$ cat src/verilog/cscb_pkg.sv
// constants for the clock synthesizer control byte bank
package cscb_pkg;

    // ------------------------------------------------------------
    // command code and byte offsets
    // ------------------------------------------------------------
    localparam int       BYTE_ACCESS_BIT = 7;
    localparam logic [6:0] OFS_SW_FREQ   = 7'h00;
    localparam logic [6:0] OFS_MID       = 7'h01;
    localparam logic [6:0] OFS_PERIPH    = 7'h02;
    localparam logic [6:0] OFS_FREE_REF  = 7'h03;
    localparam logic [6:0] OFS_MULT      = 7'h04;
    localparam logic [6:0] OFS_STRAP     = 7'h05;
    localparam logic [6:0] OFS_IDENT     = 7'h06;
    localparam logic [6:0] OFS_SPARE     = 7'h07;

    // ------------------------------------------------------------
    // field positions
    // ------------------------------------------------------------
    localparam int FREE_RUN_LO    = 5;
    localparam int DEBUG_CPU_BIT  = 3;
    localparam int MULT_OVR_BIT   = 7;
    localparam int SW_MULT_LO     = 5;
    localparam int STRAP_LO       = 3;
    localparam int FREQ_OVR_BIT   = 2;
    localparam int LOW_SPEED_BIT  = 0;

    // ------------------------------------------------------------
    // reset values
    // ------------------------------------------------------------
    localparam logic [2:0] MID_RST       = 3'h7;
    localparam logic [6:0] PERIPH_RST    = 7'h7f;
    localparam logic [2:0] FREE_RUN_RST  = 3'h7;
    localparam logic       DEBUG_CPU_RST = 1'h1;
    localparam logic [1:0] REF_OUT_RST   = 2'h3;
    localparam logic       MULT_OVR_RST  = 1'h0;
    localparam logic [1:0] SW_MULT_RST   = 2'h0;
    localparam logic       FREQ_OVR_RST  = 1'h0;
    localparam logic       LOW_SPEED_RST = 1'h0;
    localparam logic [4:0] SW_FREQ_RST   = 5'h00;

    // output high current as a multiple of the reference current
    typedef enum logic [1:0] {
        MULT_4X = 2'b00,
        MULT_5X = 2'b01,
        MULT_6X = 2'b10,
        MULT_7X = 2'b11
    } cscb_mult_e;

endpackage

$ cat src/verilog/cscb_control_bytes.sv
// control and status byte bank of the clock synthesizer
// How it works
// byte 1 bits 2..0 enable mid clocks, one runs, reset one
// byte 2 bits 6..0 enable peripheral clocks, reset one; bit 7 reads zero
// byte 3 enables free-run, debug cpu, reference outputs; bits 4,2 zero
// byte 4 bit 7 picks pins or software bits for multiplier
// software multiplier codes 00..11 mean 4x..7x reference current
// byte 5 bits 7..3 return latched strap levels, read only
// byte 5 bit 2 picks strap or software frequency select
// byte 5 bit 0 picks 24 or 48 MHz low-speed output
// byte 6 bits 7..4 give a fixed revision code
// byte 6 bits 3..0 give a fixed maker code, writes ignored
// command msb one means byte access; low seven bits are offset
// software frequency select sits in byte 0 bits 4..0, reset zero
// straps captured once after reset release, then held
// reserved bits ignore writes and read zero
`timescale 1ns/1ps
module cscb_control_bytes
    import cscb_pkg::*;
#(
    parameter logic [3:0] REVISION_CODE = 4'h3, // arbitrary value
    parameter logic [3:0] MAKER_CODE    = 4'h5  // arbitrary value
) (
    input  wire logic       mclk,
    input  wire logic       reset_n,
    input  wire logic [7:0] cmdCode,
    input  wire logic       wrStrobe,
    input  wire logic [7:0] wrData,
    input  wire logic       rdStrobe,
    output logic      [7:0] rdData,
    output logic            rdValid,
    input  wire logic [4:0] freqStrapInputs,
    input  wire logic [1:0] multiplierSelectPins,
    output logic      [2:0] midClkEnable,
    output logic      [6:0] periphClkEnable,
    output logic      [2:0] freeRunPeriphClkEnable,
    output logic            debugCpuClkEnable,
    output logic      [1:0] referenceOutEnable,
    output logic      [1:0] multiplierCode,
    output logic      [2:0] iohMultiple,
    output logic      [4:0] freqSelect,
    output logic            lowSpeedOutFreqSelect
);

    // ------------------------------------------------------------
    // decode
    // ------------------------------------------------------------
    logic       byteAccess;
    logic [6:0] offset;
    logic       wrHit;
    logic [7:0] readMux;

    logic       multiplierSwOverride_reg;
    logic [1:0] swMultiplierSel_reg;
    logic       freqSourceOverride_reg;
    logic [4:0] swFreqSel_reg;
    logic [4:0] freqStrapLatched_reg;
    logic       strapCaptured_reg;

    assign byteAccess = cmdCode[BYTE_ACCESS_BIT];
    assign offset     = cmdCode[6:0];
    assign wrHit      = wrStrobe && byteAccess;

    // ------------------------------------------------------------
    // writable bytes
    // ------------------------------------------------------------
    always_ff @(posedge mclk or negedge reset_n) begin
        if (!reset_n) begin
            swFreqSel_reg <= SW_FREQ_RST;
        end else if (wrHit && offset == OFS_SW_FREQ) begin
            swFreqSel_reg <= wrData[4:0];
        end
    end

    always_ff @(posedge mclk or negedge reset_n) begin
        if (!reset_n) begin
            midClkEnable <= MID_RST;
        end else if (wrHit && offset == OFS_MID) begin
            midClkEnable <= wrData[2:0];
        end
    end

    always_ff @(posedge mclk or negedge reset_n) begin
        if (!reset_n) begin
            periphClkEnable <= PERIPH_RST;
        end else if (wrHit && offset == OFS_PERIPH) begin
            periphClkEnable <= wrData[6:0];
        end
    end

    always_ff @(posedge mclk or negedge reset_n) begin
        if (!reset_n) begin
            freeRunPeriphClkEnable <= FREE_RUN_RST;
            debugCpuClkEnable      <= DEBUG_CPU_RST;
            referenceOutEnable     <= REF_OUT_RST;
        end else if (wrHit && offset == OFS_FREE_REF) begin
            freeRunPeriphClkEnable <= wrData[FREE_RUN_LO +: 3];
            debugCpuClkEnable      <= wrData[DEBUG_CPU_BIT];
            referenceOutEnable     <= wrData[1:0];
        end
    end

    always_ff @(posedge mclk or negedge reset_n) begin
        if (!reset_n) begin
            multiplierSwOverride_reg <= MULT_OVR_RST;
            swMultiplierSel_reg      <= SW_MULT_RST;
        end else if (wrHit && offset == OFS_MULT) begin
            multiplierSwOverride_reg <= wrData[MULT_OVR_BIT];
            swMultiplierSel_reg      <= wrData[SW_MULT_LO +: 2];
        end
    end

    always_ff @(posedge mclk or negedge reset_n) begin
        if (!reset_n) begin
            freqSourceOverride_reg <= FREQ_OVR_RST;
            lowSpeedOutFreqSelect  <= LOW_SPEED_RST;
        end else if (wrHit && offset == OFS_STRAP) begin
            freqSourceOverride_reg <= wrData[FREQ_OVR_BIT];
            lowSpeedOutFreqSelect  <= wrData[LOW_SPEED_BIT];
        end
    end

    // ------------------------------------------------------------
    // strap latch
    // ------------------------------------------------------------
    // the strap pins turn into clock outputs later, so take them only once
    always_ff @(posedge mclk or negedge reset_n) begin
        if (!reset_n) begin
            strapCaptured_reg    <= 1'b0;
            freqStrapLatched_reg <= 5'h00;
        end else if (!strapCaptured_reg) begin
            strapCaptured_reg    <= 1'b1;
            freqStrapLatched_reg <= freqStrapInputs;
        end
    end

    // ------------------------------------------------------------
    // effective selections
    // ------------------------------------------------------------
    // one cycle behind the control bits so every output leaves a flop
    always_ff @(posedge mclk or negedge reset_n) begin
        if (!reset_n) begin
            multiplierCode <= MULT_4X;
            iohMultiple    <= 3'h4;
        end else begin
            if (multiplierSwOverride_reg) begin
                multiplierCode <= swMultiplierSel_reg;
                iohMultiple    <= {1'b1, swMultiplierSel_reg};
            end else begin
                multiplierCode <= multiplierSelectPins;
                iohMultiple    <= {1'b1, multiplierSelectPins};
            end
        end
    end

    always_ff @(posedge mclk or negedge reset_n) begin
        if (!reset_n) begin
            freqSelect <= 5'h00;
        end else if (freqSourceOverride_reg) begin
            freqSelect <= swFreqSel_reg;
        end else begin
            freqSelect <= freqStrapLatched_reg;
        end
    end

    // ------------------------------------------------------------
    // read path
    // ------------------------------------------------------------
    always_comb begin
        readMux = 8'h00;
        case (offset)
            OFS_SW_FREQ:  readMux = {3'h0, swFreqSel_reg};
            OFS_MID:      readMux = {5'h00, midClkEnable};
            OFS_PERIPH:   readMux = {1'b0, periphClkEnable};
            OFS_FREE_REF: readMux = {freeRunPeriphClkEnable, 1'b0,
                                     debugCpuClkEnable, 1'b0,
                                     referenceOutEnable};
            OFS_MULT:     readMux = {multiplierSwOverride_reg,
                                     swMultiplierSel_reg, 5'h00};
            OFS_STRAP:    readMux = {freqStrapLatched_reg,
                                     freqSourceOverride_reg, 1'b0,
                                     lowSpeedOutFreqSelect};
            OFS_IDENT:    readMux = {REVISION_CODE, MAKER_CODE};
            default:      readMux = 8'h00;
        endcase
    end

    // non-byte commands still answer, with zero, so the engine never hangs
    always_ff @(posedge mclk or negedge reset_n) begin
        if (!reset_n) begin
            rdData  <= 8'h00;
            rdValid <= 1'b0;
        end else begin
            rdValid <= rdStrobe;
            if (rdStrobe) begin
                rdData <= byteAccess ? readMux : 8'h00;
            end
        end
    end
endmodule // cscb_control_bytes

$ cat config.mk
export PLATFORM = sky130hd
export DESIGN_NAME = cscb_control_bytes
export DESIGN_NICKNAME = d
export VERILOG_FILES = /design/src/verilog/cscb_pkg.sv /design/src/verilog/cscb_control_bytes.sv
export SDC_FILE = /design/constraint.sdc
export NUM_CORES = 1
export LEC_CHECK = 0
export BUFFER_PORTS_ARGS = -buffer_cell sky130_fd_sc_hd__buf_2
export CORE_MARGIN = 2
export CORE_UTILIZATION = 52
export CTS_CLUSTER_DIAMETER = 100
export DETAILED_ROUTE_END_ITERATION = 8
export PLACE_DENSITY = 0.8
export REMOVE_ABC_BUFFERS = 1
export SYNTH_ARGS = -nofsm -noshare
export SYNTH_HDL_FRONTEND = slang
export SYNTH_SLANG_ARGS = --single-unit
export TNS_END_PERCENT = 50
$ cat constraint.sdc
create_clock -name mclk -period 2.35 [get_ports mclk]
set_input_delay 0.705 -clock mclk [delete_from_list [all_inputs] [get_ports mclk]]
set_output_delay 0.705 -clock mclk [all_outputs]
set_load 0.02 [all_outputs]
Word level (Yosys, flattened, before mapping)
Cells that the tools add are included.
{ "word_totals": {"regBits": 51, "latchBits": 0, "ram_bits": 0, "rom_bits": 0, "word_cells": 36, "memories": 0} }
{ "op_classes": {"n_addsub": 0, "multipliers": 0, "n_div": 0, "n_lt_le_gt_ge": 0, "n_eq_ne": 6, "shift": 0, "muxes": 5, "bitwise_logic": 0, "reduce_logical": 8} }
{ "ops": {"columns": ["operator", "n"], "rows": [
  ["one-hot mux 8 bit (7 select lines)", 1],
  ["equality test 7 x 3 -> 1 bit, second input constant", 3],
  ["equality test 7 x 2 -> 1 bit, second input constant", 2],
  ["2-to-1 mux 8 bit", 1],
  ["equality test 7 x 1 -> 1 bit, second input constant", 1],
  ["logical AND 1 bit", 7],
  ["logical NOT 7 bit", 1],
  ["2-to-1 mux 5 bit", 1],
  ["2-to-1 mux 2 bit", 2]
]} }

Longest topological paths before layout
{ "depth": {"depth_word": 3, "ltp_mapped": 5} }

Worst setup path after synthesis
No wires, ideal clock.
{ "synth_timing": {"path_kind": "input -> register", "start": "in cmdCode[0]", "end": "reg rdData[5]", "arrival_time_ps": 1587, "t_required_ps": 2215, "path_slack_ps": 627, "path_stages": 4, "cell_sequence": "buf_2 -> mux2_2 -> a221oi_1 -> o22ai_1"} }
{ "synth_between": {"elab_chain_cells": 3} }
{ "synth_lines": {"columns": ["item", "line_no", "source"], "rows": [
  ["from (decl)", "cscb_control_bytes.sv:26", "input wire logic [7:0] cmdCode,"],
  ["equality test 7 x 3 -> 1 bit, or another cell as far along", "cscb_control_bytes.sv:171", "case (offset)"],
  ["one-hot mux 8 bit (7 select lines) (*)", "cscb_control_bytes.sv:171", null],
  ["2-to-1 mux 8 bit (*)", "cscb_control_bytes.sv:196", "rdData <= byteAccess ? readMux : 8'h00;"],
  ["to (signal assigned)", "cscb_control_bytes.sv:196", null],
  ["to (decl)", "cscb_control_bytes.sv:30", "output logic [7:0] rdData,"]
]} }
Every way passes the cells marked *; elsewhere a longest branch is shown, timed or not.
A chain may end at the register's enable or synchronous reset.

Worst setup path after layout
{ "layout_timing": {"start": "reg periphClkEnable[0]", "end": "out periphClkEnable[0]"} }
{ "layout_rtl": {"columns": ["item", "line_no", "source"], "rows": [
  ["from (decl)", "cscb_control_bytes.sv:35", "output logic [6:0] periphClkEnable,"],
  ["from (signal assigned)", "cscb_control_bytes.sv:87", "periphClkEnable <= wrData[6:0];"]
]} }
No word-level cell between the ends.

==> out/metrics.cfg <==
[yosys]
syn_area_per_cell_sq_um = 13.6
synthFlopType = dfrtp_1
ys_warn_count = 0
synth_cell_type_count = 34
yosysSeqAreaShare_pct = 55.3
synth_edf_count = 0
async_flop_share_pct = 100
yosysTopAreaCell = dfrtp_1
synth_area_leaders = dfrtp_1 (36%), mux2_2 (22%), dfstp_2 (19%), and4b_1 (2.3%), o22ai_1 (1.7%)
synth_seq_cells = 48
syn-instance-count = 162
syn_area_sq_mm = 0.00221
synth_top_area_share_pct = 36.3

[final_layout]
top_regs = rdData: 8 flops, periphClkEnable: 7 flops
drive_above_1_share_pct = 62.2
num_antenna_cells = 0
nets = 248
largest_reg_flops = 8
top_register = rdData
multiInputGateArea_sq_um = 905
mostFrequentLayoutCell = buf_2
final_cell_mix = buf_2 (61), mux2_2 (44), dfrtp_1 (32), dfstp_2 (16), inv_1 (7)
seqCellArea_sq_mm = 0.00122
design_area_sq_mm = 0.00262
fillers = 315
syn2layout_area_growth_pct = 18.7

[sta]
fin_worst_skew_ps = 4.90
worst_slew_pin_slew_ps = 581
rsz0062_at_grt = no
finalHoldViolations = 0
fin_crit_ps = 1720
max_freq_ghz = 0.580
setup_violations = 0
post-route-period-util_pct = 73.4
slew_headroom_pct = 61.3
tns_ps = 0
slew_viol_final = 0

[drt]
drt_pass1_iterations = 4
drc = 0
wl_um = 4420
num_vias = 1482
drt_iter0_drc = 60
post_drt_via_cell_ratio = 5.45
ant_nets = 0
routedWlPerCell_um = 16.3

[grt]
gr-total-overflow = 0
grt_pass1_vias = 1476
grt_usage_pct = 20.4
grt_pass1_wl_um = 7610
grt_max_degree = 49
antenna_found_initial = 0

[cts]
cts_max_level = 2
root_buffer = clkbuf_8
clk_pin_slew_ps = 80
cts_tree = yes
cts_buffers = 5
clock-sinks = 48
cts_setup_buffers = 0
cts.path.max_buffers = 2
hold_buffers = 0
clock_latency_ps = 300
ctsResizeCount = 0

[setup_path]
cp.depth = 1
slowest_stage = dfstp_2
arrival_ps = 1020
cp_cell_sequence = buf_2
crit_buf_inv = 1
r2r-end = rdData[2]$_DFFE_PN0P_
r2r-start = freqSourceOverride_reg$_DFFE_PN0P_
required_ps = 1640
cpPeakStageDelay_ps = 560
reg2reg_depth = 3
critPathMaxFanout = 3
reg2reg_setup_slack_ps = 1060
worstSetupStartpoint = periphClkEnable[0]$_DFFE_PN1P_
end_kind = primary output
critPathCapture = periphClkEnable[0]
crit_family = flip-flops
critPathLaunchType = flop
worstSetupPathType = flop to primary output

[placed_design]
place.gp.congestion = 0.836
dp_hpwl_um = 3260
placed_area_sq_mm = 0.00253
place.port_buffers = 61

[power]
swShare_pct = 25.1
seqPwrFrac_pct = 56.4
p_per_area_mw_per_mm2 = 616
irDropWorstVdd_v = 0.000445
p_int_w = 0.00121
power_frac_comb_pct = 13.1
switchingPower_w = 0.000405
power_leakage_nw = 1.27
clock_power_share_pct = 30.5

[floorplanning]
rows = 23
pin_count = 63
core_sq_mm = 0.00403
die_w_um = 69.2
die_y_um = 69.2
die-area_sq_mm = 0.00478
start_util_pct = 54.8

[run]
drv_cap = 0

[outcome]
status = finished, final reports clean

[min_path]
min_path_type = primary input to asynchronous set/reset pin

==> area by class of cell <==
type                    instances  share of cell area [%]
clock inverters                 2                   0.382
clock buffers                   6                    3.15
repair buffers                 62                    11.9
inverters                       7                    1.00
multi-input cells              97                    34.5
flip-flops and latches         48                    46.6
well taps                      50                    2.39
==> metrics by stage <==
stage / util, % / instances / hold WS, ps / total power (W) / setup WS (ps)
final: 65.0 / 272 / 482 / 0.00161 / 626
after global routing: 65.0 / 272 / 537 / 0.00171 / 571
after CTS: 65.0 / 272 / 506 / 0.00163 / 612
after detailed placement: 62.7 / 264 / 520 / 0.00114 / 356
after global placement: 62.7 / 264 / 516 / 0.00113 / 372
after floorplan: - / 152 / 409 / 0.00103 / 700
==> logic make-up after synthesis <==
family / share of synthesized area [%]
compound gates: 5.05
buf+inv: 3.85
flops: 55.3
mux: 23.9
other cells: 0.170
simple gates: 11.7
==> layer usage <==
metal	up-vias	global-route usage (%)	share of wire (%)
met3	6	5.41	4.7
met1	721	28.8	47
met2	41	31.0	47
met4	0	6.54	1.5
met5	-	0	0
li1	714	-	-
==> synthesized netlist by cell type, types with 3 or more instances <==
library cell,instances
inv_1,7
nand4_1,4
dfstp_2,16
a211oi_1,3
o22ai_1,6
nand3_1,3
buf_4,3
nor4b_1,3
dfrtp_1,32
or2_2,3
mux2_2,44
and4b_1,5
buf_2,5
nor2b_1,5
==> worst min path at each step <==
stage	endpoint	depth (start not counted)
final	freqStrapLatched_reg[0]$_DFFE_PN0N_	2
after global routing	freqStrapLatched_reg[2]$_DFFE_PN0N_	2
after CTS	swFreqSel_reg[4]$_DFFE_PN0P_	2
after detailed placement	rdData[1]$_DFFE_PN0P_	2
after global placement	rdData[1]$_DFFE_PN0P_	2
after floorplan	freqSelect[0]$_DFF_PN0_	0
==> power groups by stage <==
stage	Combinational [W]	Clock, W	Sequential (W)
floorplan	0.0000802	0	0.000952
global placement	0.000210	0	0.000924
detailed placement	0.000214	0	0.000925
CTS	0.000214	0.000509	0.000910
global route	0.000230	0.000561	0.000917
finish	0.000212	0.000492	0.000911
(Power assumes the default switching activity.)
